$ cat config.mk
export PLATFORM = sky130hd
export DESIGN_NAME = timer_unit_device_flat
export DESIGN_NICKNAME = d
export VERILOG_FILES = /design/src/timer_unit_pkg.sv /design/src/timer_link_if.sv /design/src/timer_unit_device.sv /design/src/timer_cell.sv /design/src/flat_wrapper.sv
export SDC_FILE = /design/constraint.sdc
export NUM_CORES = 1
export LEC_CHECK = 0
export ABC_AREA = 1
export BUFFER_PORTS_ARGS = -buffer_cell sky130_fd_sc_hd__buf_2
export CAP_MARGIN = 20
export CORE_MARGIN = 4
export CORE_UTILIZATION = 45
export CTS_CLUSTER_DIAMETER = 120
export DETAILED_ROUTE_END_ITERATION = 12
export GPL_TIMING_DRIVEN = 0
export PLACE_DENSITY = 0.71
export SLEW_MARGIN = 20
export SYNTH_ARGS = -nofsm -noshare
export SYNTH_HDL_FRONTEND = slang
export SYNTH_SLANG_ARGS = --single-unit
export TNS_END_PERCENT = 1
$ cat constraint.sdc
create_clock -name clk -period 2 [get_ports clk]
set_input_delay 0.5 -clock clk [delete_from_list [all_inputs] [get_ports clk]]
set_output_delay 0.5 -clock clk [all_outputs]
set_load 0.01 [all_outputs]
$ cat src/timer_unit_pkg.sv
package timer_unit_pkg;

    localparam int DATA_W = 16;
    localparam int ADDR_W = 16;
    localparam int NUM_TIMERS = 5;
    localparam int TIMER_W = 16;
    localparam int NUM_INPUT_PINS = 11;
    localparam int NUM_NODES = 6;
    localparam int LEVEL_W = 4;

    // Register byte addresses
    localparam logic [15:0] KSC_OFFSET = 16'hfe1c;
    localparam logic [15:0] ID_OFFSET = 16'hffe6;
    localparam logic [15:0] COUNT_BASE = 16'hfe40;
    localparam logic [15:0] COUNT_STEP = 16'h0002;
    localparam logic [15:0] CAPTURE_OFFSET = 16'hfe4a;
    localparam logic [15:0] STATUS_OFFSET = 16'hfe4c;

    // Kernel state configuration field positions
    localparam int MODULE_ENABLE_BIT = 0;
    localparam int MODULE_ENABLE_PROTECT_BIT = 1;
    localparam int NORMAL_CFG_LSB = 4;
    localparam int NORMAL_CFG_PROTECT_BIT = 7;
    localparam int SUSPEND_CFG_LSB = 8;
    localparam int SUSPEND_CFG_PROTECT_BIT = 11;
    localparam int CLOCK_OFF_CFG_LSB = 12;
    localparam int CLOCK_OFF_CFG_WRITE_PROTECT_BIT = 15;
    localparam int CFG_W = 2;
    localparam int CFG_OFF_BIT = 1;

    // Identification field positions
    localparam int REVISION_LSB = 0;
    localparam int IDENT_LSB = 8;

    // Status register field positions
    localparam int STATUS_RUNNING_BIT = 0;
    localparam int STATUS_MODE_LSB = 1;

    // Reset values
    localparam logic MODULE_ENABLE_RESET = 1'b0;
    localparam logic [1:0] CFG_RESET = 2'b00;
    localparam logic [15:0] TIMER_RESET = 16'h0000;

    // Timer slots with extra outputs or capture, and the capture node
    localparam int TIMER_B = 1;
    localparam int TIMER_D = 3;
    localparam int TIMER_E = 4;
    localparam int CAPTURE_NODE = 5;

    typedef enum logic [2:0] {
        MODE_NORMAL = 3'b001,
        MODE_SUSPEND = 3'b010,
        MODE_CLOCK_OFF = 3'b100
    } kernel_mode_e;

endpackage : timer_unit_pkg

$ cat src/timer_link_if.sv
`timescale 1ns/1ps
`default_nettype none

interface timer_link_if;
    import timer_unit_pkg::*;

    logic [ADDR_W-1:0] addr;
    logic [DATA_W-1:0] wdata;
    logic wr;
    logic rd;
    logic [DATA_W-1:0] rdata;
    logic [NUM_TIMERS-1:0] count_in;
    logic [NUM_TIMERS-1:0] dir_in;
    logic capture_in;
    logic [NUM_TIMERS-1:0] irq;
    logic capture_irq;
    logic count_out_b;
    logic count_out_e;
    logic overflow_e;

    modport device (
        input addr, wdata, wr, rd, count_in, dir_in, capture_in,
        output rdata, irq, capture_irq, count_out_b, count_out_e,
        output overflow_e
    );

    modport host (
        output addr, wdata, wr, rd, count_in, dir_in, capture_in,
        input rdata, irq, capture_irq, count_out_b, count_out_e,
        input overflow_e
    );

endinterface : timer_link_if

`default_nettype wire

$ cat src/timer_unit_device.sv
// Overview of operation
// - Protect bit set loads clock-off config field
// - Protect bit acts at write, reads zero
// - Application reset clears the module enable bit and all config fields
// - Reserved configuration bits read as zero
// - Identification low byte gives module revision
// - Identification high byte gives module type
// - Timer unit runs on system clock
// - Input pins configured with control msb clear
// - Output pins configured with control msb set
// - Interrupt nodes enabled and levelled before service
// - Each of five timers has count input
// - Each of five timers has direction input
// - Each timer drives its own interrupt request
// - Timers b and e drive count outputs
// - Timer e signals overflow/underflow to neighbours
// - Capture input raises capture interrupt request
//
// The plain strobed port was chosen for this implementation.
`timescale 1ns/1ps
`default_nettype none

module timer_unit_device
    import timer_unit_pkg::*;
#(
    parameter int TW = TIMER_W,
    // Arbitrary identification values
    parameter logic [7:0] IDENT_NUMBER = 8'h3c,
    parameter logic [7:0] REVISION_NUMBER = 8'h07
) (
    input wire logic clk,
    input wire logic arst_n,
    timer_link_if.device link,
    input wire logic suspend_req,
    input wire logic clock_off_req,
    output logic module_running,
    output kernel_mode_e active_mode
);
    kernel_mode_e next_mode;
    logic ksc_write;
    logic module_enable;
    logic [CFG_W-1:0] normal_cfg;
    logic [CFG_W-1:0] suspend_cfg;
    logic [CFG_W-1:0] clock_off_cfg;
    logic [CFG_W-1:0] selected_cfg;
    logic next_running;
    logic [TW-1:0] count_value [NUM_TIMERS];
    logic [NUM_TIMERS-1:0] wrap;
    logic capture_prev;
    logic capture_edge;
    logic [TW-1:0] capture_value;
    logic [DATA_W-1:0] next_rdata;

    assign ksc_write = link.wr && (link.addr == KSC_OFFSET);

    // Clock-off request outranks suspend, which outranks normal running
    always_comb begin
        if (clock_off_req) begin
            next_mode = MODE_CLOCK_OFF;
        end else if (suspend_req) begin
            next_mode = MODE_SUSPEND;
        end else begin
            next_mode = MODE_NORMAL;
        end
    end

    always_ff @(posedge clk or negedge arst_n) begin
        if (!arst_n) begin
            active_mode <= MODE_NORMAL;
        end else begin
            active_mode <= next_mode;
        end
    end

    always_ff @(posedge clk or negedge arst_n) begin
        if (!arst_n) begin
            module_enable <= MODULE_ENABLE_RESET;
        end else if (ksc_write && link.wdata[MODULE_ENABLE_PROTECT_BIT]) begin
            module_enable <= link.wdata[MODULE_ENABLE_BIT];
        end
    end

    always_ff @(posedge clk or negedge arst_n) begin
        if (!arst_n) begin
            normal_cfg <= CFG_RESET;
        end else if (ksc_write && link.wdata[NORMAL_CFG_PROTECT_BIT]) begin
            normal_cfg <= link.wdata[NORMAL_CFG_LSB +: CFG_W];
        end
    end

    always_ff @(posedge clk or negedge arst_n) begin
        if (!arst_n) begin
            suspend_cfg <= CFG_RESET;
        end else if (ksc_write && link.wdata[SUSPEND_CFG_PROTECT_BIT]) begin
            suspend_cfg <= link.wdata[SUSPEND_CFG_LSB +: CFG_W];
        end
    end

    // The protect bit has no storage: it only qualifies this write
    always_ff @(posedge clk or negedge arst_n) begin
        if (!arst_n) begin
            clock_off_cfg <= CFG_RESET;
        end else if (ksc_write
                && link.wdata[CLOCK_OFF_CFG_WRITE_PROTECT_BIT]) begin
            clock_off_cfg <= link.wdata[CLOCK_OFF_CFG_LSB +: CFG_W];
        end
    end

    always_comb begin
        case (active_mode)
            MODE_NORMAL: begin
                selected_cfg = normal_cfg;
            end
            MODE_SUSPEND: begin
                selected_cfg = suspend_cfg;
            end
            MODE_CLOCK_OFF: begin
                selected_cfg = clock_off_cfg;
            end
            default: begin
                selected_cfg = normal_cfg;
            end
        endcase
    end

    assign next_running = module_enable & ~selected_cfg[CFG_OFF_BIT];

    // Everything runs on clk itself; switching off only freezes counting and capture
    always_ff @(posedge clk or negedge arst_n) begin
        if (!arst_n) begin
            module_running <= 1'b0;
        end else begin
            module_running <= next_running;
        end
    end

    generate
        for (genvar i = 0; i < NUM_TIMERS; i++) begin : g_timer
            timer_cell #(
                .W(TW)
            ) u_timer (
                .clk(clk),
                .arst_n(arst_n),
                .enable(module_running),
                .count_pin(link.count_in[i]),
                .down(link.dir_in[i]),
                .value(count_value[i]),
                .wrap(wrap[i])
            );
        end
    endgenerate

    always_ff @(posedge clk or negedge arst_n) begin
        if (!arst_n) begin
            link.irq <= '0;
        end else begin
            link.irq <= wrap;
        end
    end

    // Count outputs toggle on each wrap, giving half the wrap rate
    always_ff @(posedge clk or negedge arst_n) begin
        if (!arst_n) begin
            link.count_out_b <= 1'b0;
        end else if (wrap[TIMER_B]) begin
            link.count_out_b <= ~link.count_out_b;
        end
    end

    always_ff @(posedge clk or negedge arst_n) begin
        if (!arst_n) begin
            link.count_out_e <= 1'b0;
        end else if (wrap[TIMER_E]) begin
            link.count_out_e <= ~link.count_out_e;
        end
    end

    always_ff @(posedge clk or negedge arst_n) begin
        if (!arst_n) begin
            link.overflow_e <= 1'b0;
        end else begin
            link.overflow_e <= wrap[TIMER_E];
        end
    end

    always_ff @(posedge clk or negedge arst_n) begin
        if (!arst_n) begin
            capture_prev <= 1'b0;
        end else begin
            capture_prev <= link.capture_in;
        end
    end

    assign capture_edge = link.capture_in & ~capture_prev & module_running;

    always_ff @(posedge clk or negedge arst_n) begin
        if (!arst_n) begin
            capture_value <= '0;
        end else if (capture_edge) begin
            capture_value <= count_value[TIMER_D];
        end
    end

    always_ff @(posedge clk or negedge arst_n) begin
        if (!arst_n) begin
            link.capture_irq <= 1'b0;
        end else begin
            link.capture_irq <= capture_edge;
        end
    end

    // Only the configuration register is writable; identification has
    // no write path at all
    always_comb begin
        next_rdata = '0;
        case (link.addr)
            KSC_OFFSET: begin
                next_rdata[MODULE_ENABLE_BIT] = module_enable;
                next_rdata[NORMAL_CFG_LSB +: CFG_W] = normal_cfg;
                next_rdata[SUSPEND_CFG_LSB +: CFG_W] = suspend_cfg;
                next_rdata[CLOCK_OFF_CFG_LSB +: CFG_W] = clock_off_cfg;
            end
            ID_OFFSET: begin
                next_rdata[REVISION_LSB +: 8] = REVISION_NUMBER;
                next_rdata[IDENT_LSB +: 8] = IDENT_NUMBER;
            end
            CAPTURE_OFFSET: begin
                next_rdata = DATA_W'(capture_value);
            end
            STATUS_OFFSET: begin
                next_rdata[STATUS_RUNNING_BIT] = module_running;
                next_rdata[STATUS_MODE_LSB +: 3] = active_mode;
            end
            default: begin
                for (int i = 0; i < NUM_TIMERS; i++) begin
                    if (link.addr == COUNT_BASE + COUNT_STEP * 16'(i)) begin
                        next_rdata = DATA_W'(count_value[i]);
                    end
                end
            end
        endcase
    end

    always_ff @(posedge clk or negedge arst_n) begin
        if (!arst_n) begin
            link.rdata <= '0;
        end else if (link.rd) begin
            link.rdata <= next_rdata;
        end else begin
            link.rdata <= '0;
        end
    end

endmodule : timer_unit_device

`default_nettype wire

$ cat src/timer_cell.sv
`timescale 1ns/1ps
`default_nettype none

module timer_cell #(
    parameter int W = 16
) (
    input wire logic clk,
    input wire logic arst_n,
    input wire logic enable,
    input wire logic count_pin,
    input wire logic down,
    output logic [W-1:0] value,
    output logic wrap
);
    logic count_prev;
    logic count_edge;

    always_ff @(posedge clk or negedge arst_n) begin
        if (!arst_n) begin
            count_prev <= 1'b0;
        end else begin
            count_prev <= count_pin;
        end
    end

    assign count_edge = count_pin & ~count_prev;

    always_ff @(posedge clk or negedge arst_n) begin
        if (!arst_n) begin
            value <= '0;
        end else if (enable && count_edge) begin
            value <= down ? value - 1'b1 : value + 1'b1;
        end
    end

    // Wrap pulse marks overflow going up or underflow going down
    always_ff @(posedge clk or negedge arst_n) begin
        if (!arst_n) begin
            wrap <= 1'b0;
        end else begin
            wrap <= enable && count_edge && (down ? (value == '0) : (&value));
        end
    end

endmodule : timer_cell

`default_nettype wire

$ cat src/flat_wrapper.sv
// flat-port wrapper written by rule: the top's interface ports become plain ports
module timer_unit_device_flat import timer_unit_pkg::*;
#(
    parameter int TW = TIMER_W,
                                      
    parameter logic [7:0] IDENT_NUMBER = 8'h3c,
    parameter logic [7:0] REVISION_NUMBER = 8'h07
)
  (clk, arst_n, suspend_req, clock_off_req, module_running, active_mode, link_addr, link_wdata, link_wr, link_rd, link_count_in, link_dir_in, link_capture_in, link_rdata, link_irq, link_capture_irq, link_count_out_b, link_count_out_e, link_overflow_e);
  timer_link_if link_i ();
  input wire logic clk;
  input wire logic arst_n;
  input wire logic suspend_req;
  input wire logic clock_off_req;
  output logic module_running;
  output kernel_mode_e active_mode;
  input wire logic [$bits(link_i.addr)-1:0] link_addr;
  input wire logic [$bits(link_i.wdata)-1:0] link_wdata;
  input wire logic [$bits(link_i.wr)-1:0] link_wr;
  input wire logic [$bits(link_i.rd)-1:0] link_rd;
  input wire logic [$bits(link_i.count_in)-1:0] link_count_in;
  input wire logic [$bits(link_i.dir_in)-1:0] link_dir_in;
  input wire logic [$bits(link_i.capture_in)-1:0] link_capture_in;
  output wire logic [$bits(link_i.rdata)-1:0] link_rdata;
  output wire logic [$bits(link_i.irq)-1:0] link_irq;
  output wire logic [$bits(link_i.capture_irq)-1:0] link_capture_irq;
  output wire logic [$bits(link_i.count_out_b)-1:0] link_count_out_b;
  output wire logic [$bits(link_i.count_out_e)-1:0] link_count_out_e;
  output wire logic [$bits(link_i.overflow_e)-1:0] link_overflow_e;
  assign link_i.addr = link_addr;
  assign link_i.wdata = link_wdata;
  assign link_i.wr = link_wr;
  assign link_i.rd = link_rd;
  assign link_i.count_in = link_count_in;
  assign link_i.dir_in = link_dir_in;
  assign link_i.capture_in = link_capture_in;
  assign link_rdata = link_i.rdata;
  assign link_irq = link_i.irq;
  assign link_capture_irq = link_i.capture_irq;
  assign link_count_out_b = link_i.count_out_b;
  assign link_count_out_e = link_i.count_out_e;
  assign link_overflow_e = link_i.overflow_e;
  timer_unit_device #(.TW(TW), .IDENT_NUMBER(IDENT_NUMBER), .REVISION_NUMBER(REVISION_NUMBER)) u_core (.clk(clk), .arst_n(arst_n), .link(link_i), .suspend_req(suspend_req), .clock_off_req(clock_off_req), .module_running(module_running), .active_mode(active_mode));
endmodule
# [Word level (Yosys, flattened, before mapping)]
# Index checks and enable logic that the tools add are counted.
[totals] register_bits=143 word_cells=122
[op_classes] n_addsub=10 eq_ne=11 muxes=27 bitwise=17 reduce_logical=28
[op_table] op="16-bit 2-to-1 mux" count=11
[op_table] op="16-bit equality test, second input constant" count=9
[op_table] op="16-bit by 1-bit adder with 16-bit output, second input constant" count=5
[op_table] op="16-bit logical NOT" count=5
[op_table] op="16-bit AND reduction" count=5
[op_table] op="16-bit by 1-bit subtractor with 16-bit output, second input constant" count=5
[op_table] op="2-bit case mux with 3 select lines" count=3
[op_table] op="1-bit logical AND" count=15
[op_table] op="2-bit case mux with 2 select lines" count=3
[op_table] op="3-bit case mux with 4 select lines" count=1
[op_table] op="1-bit NOT" count=9
[op_table] op="1-bit bitwise AND" count=8
[op_table] op="2-bit case mux with 4 select lines" count=1
[op_table] op="1-bit 2-to-1 mux" count=5
[op_table] op="1-bit case mux with 4 select lines" count=1
[op_table] op="2-bit OR reduction" count=2
[op_table] op="3-bit by 2-bit equality test with 1-bit output, second input constant" count=1
[op_table] op="3-bit equality test, second input constant" count=1
[op_table] op="3-bit 2-to-1 mux" count=1
[op_table] op="3-bit OR reduction" count=1
[op_table] op="2-bit 2-to-1 mux" count=1

# [Longest topological paths before layout]
# Gate-level depths: netlist of the first run.
[depth] word_depth=8 mapped_depth=14 mapped_depth_nobuf=13

# [Cells and area by module]
# A second synthesis of the first run with hierarchy kept.
[hier_totals] cells_unflattened=1785 area_unflattened_um2=11795.1
[by_module_without_submodules] module="timer_cell at u_core.g_timer[0].u_timer ..." n_inst=3 cells_each=259 area_per_inst_um2=1674.1 seq_area_each_um2=450.4
[by_module_without_submodules] module="timer_unit_device" n_inst=1 cells_each=486 area_per_inst_um2=3457.1 seq_area_each_um2=1302.5
[by_module_without_submodules] module="timer_cell at u_core.g_timer[3].u_timer" n_inst=1 cells_each=261 area_per_inst_um2=1659.1 seq_area_each_um2=450.4
[by_module_without_submodules] module="timer_cell at u_core.g_timer[4].u_timer" n_inst=1 cells_each=261 area_per_inst_um2=1656.6 seq_area_each_um2=450.4

# [Worst setup path before layout of the first run]
# OpenSTA, ideal clock, no wires.
[synth_path] path_kind="input to register" from="input link_dir_in[1]" to="register u_core.g_timer[1].u_timer.value[10]" arrival_time_ps=2018 t_required_ps=1882 path_slack_ps=-136 path_stages=10 n_path_buf=0 cell_sequence="inv_1 -> fa_1 -> o21ai_0 -> a21boi_0 -> o21ai_0 -> nand2_1 -> nand2_1 -> nand2_1 -> nand3_1 -> nand2_1"
[synth_via] elab_chain_len=1
[synth_rtl] element="start: declaration" line="flat_wrapper.sv:22" text="input wire logic [$bits(link_i.dir_in)-1:0] link_dir_in;"
[synth_rtl] element="16-bit 2-to-1 mux" line="timer_cell.sv:32" text="value <= down ? value - 1'b1 : value + 1'b1;"
[synth_rtl] element="end signal: assignment" line="timer_cell.sv:32"
[synth_rtl] element="end: declaration" line="timer_cell.sv:12" text="output logic [W-1:0] value,"
# No other way between the ends.
# A chain may end at the register's enable or synchronous reset.

# [Worst setup path in the final report of the first run]
[layout_path] from="register u_core.g_timer[4].u_timer.value[0]" to="register u_core.g_timer[4].u_timer.value[14]"
[layout_via] elab_chain_len=2 word_cells_on_any_way=3 cone_classes="add/sub (2); mux (1)"
[layout_rtl] element="start: declaration" line="timer_cell.sv:12"
[layout_rtl] element="start signal: assignment" line="timer_cell.sv:32"
[layout_rtl] element="16-bit by 1-bit adder with 16-bit output / 16-bit by 1-bit subtractor with 16-bit output (equally long branches)" line="timer_cell.sv:32"
[layout_rtl] element="16-bit 2-to-1 mux (*)" line="timer_cell.sv:32"
# Mark *: on every way between the ends. The rest lies on a longest branch, timed or not.

==> results of run 1 <==
[final timing paths]
path / endpoint / slack (ns)
max in group asynchronous: u_core.g_timer[4].u_timer.value[4]$_DFFE_PN0P_ / 0.65
min: u_core.capture_prev$_DFF_PN0_ / 0.17
min in group asynchronous: u_core.g_timer[2].u_timer.count_prev$_DFF_PN0_ / 0.55
max: u_core.g_timer[4].u_timer.value[14]$_DFFE_PN0P_ / 0.02
min reg2reg: u_core.link.irq[3]$_DFF_PN0_ / 0.35
max reg2reg: u_core.g_timer[4].u_timer.value[14]$_DFFE_PN0P_ / 0.02
[report_power, final]
part,total (mW),internal [mW],switching [mW]
logic,0.783,0.281,0.502
registers,2.89,2.88,0.00926
clock network,3.25,1.68,1.57
[registers in the layout, summed over array words and instances (netlist names)]
| register | count |
|---|---|
| u_core.active_mode | 3 |
| u_core.link.count_out_b | 1 |
| u_core.module_enable | 1 |
| u_core.normal_cfg | 2 |
| u_core.suspend_cfg | 2 |
| u_core.module_running | 1 |
| u_core.capture_prev | 1 |
| u_core.clock_off_cfg | 2 |
| u_core.link.count_out_e | 1 |
| u_core.link.rdata | 16 |
| u_core.capture_value | 16 |
| u_core.link.capture_irq | 1 |
| u_core.g_timer.u_timer.count_prev | 5 |
| u_core.g_timer.u_timer.value | 80 |
| u_core.link.irq | 5 |
| u_core.g_timer.u_timer.wrap | 5 |
[logic make-up after synthesis]
| family | share of synthesized area [%] |
|---|---|
| flops | 33.5 |
| simple gates | 30.1 |
| compound gates | 14.2 |
| buf+inv | 9.12 |
| fa+ha+maj | 9.19 |
| mux | 0.743 |
| xor+xnor | 3.14 |
[through the flow]
step / cells / area, µm² / util, %
global placement: 1890 / 11400 / 49.6
detailed placement: 1891 / 11400 / 49.8
floorplan: 1505 / 10600 / -
CTS: 1926 / 12100 / 52.7
finish: 1937 / 12500 / 54.6
global route: 1937 / 12500 / 54.6
[synthesized netlist by cell type (all sizes together)]
cell type,count,area share (%)
mux2,7,0.74
clkinv,3,0.11
or2,7,0.41
a31oi,13,0.77
a31o,4,0.33
nor2,125,4.8
dfrtp,141,33
nor3,36,1.9
nand3b,2,0.14
xor2,28,2.3
o22ai,14,0.83
o21ai,132,6.2
a21o,5,0.35
nor4,15,0.88
and2,1,0.083
nand3,92,4.8
nand4,39,2.3
ha,70,8.3
clkbuf,14,0.50
fa,5,0.94
nor3b,1,0.071
a21oi,78,3.7
o21bai,11,0.78
a211o,1,0.083
inv,215,7.6
nand2,407,15
o211ai,10,0.71
dfstp,1,0.25
a211oi,2,0.14
and3,1,0.059
xnor2,10,0.83
a21boi,5,0.35
buf,10,0.90
[repair_timing]
item | CTS | global route
hold buffers | 1 | 0
buffers inserted | 2 | 11
endpoints found under the hold margin | 35 | 0
resized for setup | 35 | 73
cloned | 0 | 0
pin swaps | 6 | 7
endpoints found under the setup margin | 98 | 63
[per-layer routing]
layer / part of all wire [%] / up-vias
met5: 0 / -
met4: 3.6 / 0
met3: 5.7 / 77
met2: 45 / 296
met1: 46 / 4844
li1: - / 5200
[area by class of cell]
type / instances / area share, %
Buffer: 24 / 1.18
Clock buffer: 17 / 3.40
Clock inverter: 15 / 1.33
Inverter: 218 / 6.59
Multi-Input combinational cell: 1121 / 51.6
Sequential cell: 142 / 28.6
Tap cell: 313 / 3.13
Timing Repair Buffer: 87 / 4.17
==> impl_metrics.tcl, run 1 <==
set metrics [dict create \
    ant_nets 0 \
    grt_max_degree 91 \
    met3_usage_pct 3.52 \
    port_buffers 72 \
    area_growth_pct 17.8 \
    fin_crit_ns 1.98 \
    required_ns 2.31 \
    die_x_um 162 \
    crit_buf_inv 1 \
    syn-mean-instance-area_um2 7.05 \
    netlist_area_um2 10600 \
    seq_area_um2 3570 \
    htree_levels 4 \
    ir_drop_uv 394 \
    leakage_nw 6.22 \
    grt_pass1_wl_um 49400 \
    antenna_found_initial 0 \
    p_total_mw 6.92 \
    hold_slack_ns 0.173 \
    yosys_register_bits 142 \
    use_met2_pct 36.8 \
    vias 10417 \
    start_util_pct 46.3 \
    max_freq_ghz 0.505 \
    final_layout_size_suffix_gt1_share_pct 15.1 \
    status "complete, no violations" \
    std_cell_rows 55 \
    core_area_um2 22900 \
    endpoint_kind "register" \
    rsz0062_at_grt "yes" \
    place_hpwl_um 22800 \
    ys_types 49 \
    final_common_cell "nand2_1" \
    critPathMaxFanout 5 \
    critPathKind "reg2reg" \
    io_pins 78 \
    max_slew_margin_pct 63.6 \
    startpoint "u_core.g_timer[4].u_timer.value[0]$_DFFE_PN0P_" \
    hold_path_startpoint "link_capture_in" \
    clock_latency_ns 0.45 \
    whs_path_depth 1 \
    grt-busiest-layer "met2" \
    critPathSlowestCell "dfrtp_2" \
    grtUsageTotal_pct 23.2 \
    ff2ff_path_depth 10 \
    hold_viol 0 \
    fin_crit_sh_pct 99.0 \
    path_clk_slew_ns 0.07 \
    met1_usage_pct 31.8 \
    hp-class "in2reg" \
    clkSinkCount 142 \
    tritoncts "done" \
    drtIter0Drc 766 \
    setup_tns_ns 0 \
    place_ws_ns -0.811 \
    drcViolationCount 0 \
    antenna_cells 0 \
    die_h_um 162 \
    cts_buffers 17 \
    mostFrequentLayoutCells "nand2_1 (396), inv_1 (211), dfrtp_1 (129), nor2_1 (114), o21ai_0 (110)" \
    ctsLongestPathBuffers 2 \
    crit_chain "fa_2 > nand3_2 > nand3_2 > a21boi_2 > inv_1 > nand2_1 > nand2_1 > or2_2 > nand3_1 > o21ai_0" \
    max_stage_delay_ns 0.45 \
    wl_um 30700 \
    crit_family "simple AND/OR/NAND/NOR gates" \
    dieArea_um2 26100 \
    fill_cells 2139 \
    syn_nets 1629 \
    tightest_slew_ns 0.545 \
    reg2reg_from "u_core.g_timer[4].u_timer.value[0]$_DFFE_PN0P_" \
    wire_per_inst_um 15.8 \
    avgViaCountPerCell 5.38 \
    ys_warn_count 0 \
    grt_overflow 0 \
    synthCells 1505 \
    path_depth 10 \
    skew_ns 0.0118 \
    nets 1735 \
    cts_root_buf "clkbuf_16" \
    multiInputGateArea_um2 6460 \
    fin_ws_ns 0.0208 \
    gp_congestion 0.905 \
    start_kind "register" \
    drv_cap 0 \
    arrival_ns 2.29 \
    synth-seq-area-share_pct 33.5 \
    setup_viol 0 \
    powerDensity_nw_per_um2 554 \
    final_max_slew_viol_count 0 \
    first_pass_iters 5 \
    grt_pass1_vias 10133 \
]
Power figures use the tool's default switching activity.
==> inputs of run 2 (changes only) <==
--- a/config.mk
+++ b/config.mk
@@ -14,8 +14,10 @@
 export DETAILED_ROUTE_END_ITERATION = 12
 export GPL_TIMING_DRIVEN = 0
 export PLACE_DENSITY = 0.71
+export REMOVE_ABC_BUFFERS = 1
 export SLEW_MARGIN = 20
 export SYNTH_ARGS = -nofsm -noshare
 export SYNTH_HDL_FRONTEND = slang
+export SYNTH_HIERARCHICAL = 1
 export SYNTH_SLANG_ARGS = --single-unit
 export TNS_END_PERCENT = 1
==> impl_metrics.tcl, run 2 <==
set metrics [dict create \
    arrival_ns 2.24 \
    syn-mean-instance-area_um2 6.61 \
    setup_viol 0 \
    violations "negative hold slack" \
    final_layout_size_suffix_gt1_share_pct 14.1 \
    io_pins 78 \
    setup_tns_ns 0 \
    grtUsageTotal_pct 21.8 \
    crit_buf_inv 3 \
    hold_slack_ns -0.0237 \
    skew_ns 0.00963 \
    wl_um 30800 \
    drcViolationCount 0 \
    status "complete, but fails checks" \
    max_freq_ghz 0.517 \
    crit_family "simple AND/OR/NAND/NOR gates" \
    yosys_register_bits 142 \
    synth-seq-area-share_pct 30.1 \
    core_area_um2 25500 \
    tightest_slew_ns 0.498 \
    synthCells 1785 \
    fin_crit_ns 1.93 \
    crit_chain "buf_2 > inv_1 > nor2_4 > inv_1 > nor2_4 > nand3_4 > o21ai_0 > nand3_1 > a21oi_1 > nor2_1" \
    synth_edf_count 0 \
    dieArea_um2 28900 \
    powerDensity_nw_per_um2 521 \
    largest_reg_flops 80 \
    max_stage_delay_ns 0.33 \
    place_hpwl_um 23000 \
    area_growth_pct 11.1 \
    critPathSlowestCell "o21ai_0" \
    ir_drop_uv 575 \
    endpoint_kind "register" \
    hold_viol 5 \
    start_util_pct 46.3 \
    final_util_pct 51.4 \
    hp-class "in2async" \
    final_common_cell "nand2_1" \
    synth.most_common_cell "nand2_1" \
    multiInputGateArea_um2 7050 \
    synth_common_cells "nand2_1 (681), inv_1 (246), dfrtp_1 (141)" \
    path_clk_slew_ns 0.06 \
    clkSinkCount 142 \
    drtIter0Drc 952 \
    ys_types 43 \
    critPathKind "in2reg" \
    ys_warn_count 6 \
    avgViaCountPerCell 5.12 \
    std_cell_rows 58 \
    top_register "u_core/g_timer.u_timer/value" \
    netlist_area_um2 11800 \
    clock_latency_ns 0.43 \
    htree_levels 4 \
    mostFrequentLayoutCells "nand2_1 (681), inv_1 (246), dfrtp_1 (140), nand3_1 (138), nor2_1 (98)" \
    final_max_slew_viol_count 0 \
    cts_buffers 17 \
    gp_congestion 0.880 \
    max_slew_margin_pct 66.7 \
    vias 11244 \
    port_buffers 72 \
    first_pass_iters 5 \
    critPathMaxFanout 22 \
    fin_crit_sh_pct 96.7 \
    die_x_um 170 \
    start_kind "primary input" \
    required_ns 2.30 \
    leakage_nw 7.44 \
    async_flop_share_pct 100 \
    synth_top_area_cell "dfrtp_1" \
    postCtsHoldBufs 0 \
    synthFlopType "dfrtp_1" \
    grt_pass1_wl_um 52000 \
    wire_per_inst_um 14.0 \
    ant_nets 0 \
    dpl.cell_count 2159 \
    p_total_mw 6.83 \
    rsz0062_at_grt "yes" \
    stdcell_count 2198 \
    die_h_um 170 \
    grt_max_degree 84 \
    antenna_cells 0 \
    seq_area_um2 3560 \
    synth_top_area_share_pct 29.9 \
    drv_cap 0 \
    yosys-top-cells-area "dfrtp_1 (30%), nand2_1 (22%), inv_1 (7.8%)" \
    top_regs "u_core/g_timer.u_timer/value x80, u_core/capture_value x16, u_core/link.rdata x16" \
    grt_pass1_vias 10783 \
    antenna_found_initial 0 \
    tritoncts "done" \
    ctsLongestPathBuffers 2 \
    grt_overflow 0 \
    nets 1979 \
    fill_cells 2530 \
    cts_root_buf "clkbuf_16" \
]
==> run 2: cell count changes after synthesis, moves of 15 or more <==
cell,change
a21oi_1,-21
inv_1,+33
inv_2,+28
nand2_1,+282
nand2_2,+27
nand3_1,+52
nand4_1,-15
nor2_1,-20
o21ai_0,-93
or2_1,+18
xor2_1,-18
==> run 2: worst paths after layout <==
| check | to | slack (ns) | start | cells past startpoint |
|---|---|---|---|---|
| min in group clk | u_core/capture_prev$_DFF_PN0_ | 0.19 | link_capture_in | 1 |
| setup / recovery | u_core/link.rdata[1]$_DFF_PN0_ | 0.07 | link_addr[1] | 10 |
| hold / removal | u_core/g_timer[1].u_timer/count_prev$_DFF_PN0_ | -0.02 | arst_n | 1 |
| hold reg to reg | u_core/link.irq[3]$_DFF_PN0_ | 0.35 | u_core/g_timer[3].u_timer/wrap$_DFF_PN0_ | 0 |
| setup reg to reg | u_core/capture_value[6]$_DFFE_PN0P_ | 0.12 | u_core/module_running$_DFF_PN0_ | 5 |
| max in group asynchronous | u_core/link.rdata[13]$_DFF_PN0_ | 1.24 | arst_n | 2 |
==> run 2: where the power goes <==
part	switching, mW	internal [mW]	total (mW)
combinational	0.449	0.220	0.669
clock	1.37	1.89	3.26
sequential	0.0115	2.88	2.89
total	1.83	4.99	6.83
==> run 2: stage by stage <==
step / setup WS, ns / hold slack [ns] / instance area [µm²]
CTS: 0.00115 / 0.000102 / 13000
global placement: -1.77 / 0.334 / 12400
detailed placement: -0.680 / 0.339 / 12400
finish: 0.0658 / -0.0237 / 13100
global route: -0.0516 / 0.0325 / 13100
floorplan: -0.0938 / 0.204 / 11600
==> run 2: cell type report <==
cell class | instances | share of cell area [%]
Clock buffer | 18 | 3.35
Clock inverter | 14 | 1.18
Inverter | 275 | 7.88
Multi-Input combinational cell | 1339 | 53.8
Sequential cell | 142 | 27.1
Tap cell | 330 | 3.15
Timing Repair Buffer | 80 | 3.44
==> run 2: per-layer routing <==
layer	share of wire, %	wire, µm	global-route usage [%]	vias up
met5	0	0	0	-
met4	3.0	911	8.47	0
met3	4.3	1320	2.51	48
met2	47	14400	36.3	292
met1	46	14200	29.2	5148
li1	-	-	-	5756
==> run 2: cells by family after synthesis <==
| logic type | share of synthesized area [%] |
|---|---|
| AND/OR/NAND/NOR | 42.0 |
| buffers and inverters | 10.4 |
| flip-flops | 30.1 |
| AO/OA/AOI/OAI | 6.52 |
| adder cells (fa/ha/maj) | 8.27 |
| XOR/XNOR | 2.00 |
| multiplexers | 0.668 |
==> run 2: repair_timing <==
item / 4_1_cts / 5_1_grt
endpoints found under the hold margin: 0 / 0
gates resized for setup: 7 / 2
endpoints found under the setup margin: 59 / 23
pin swaps: 0 / 3
setup buffers: 0 / 7
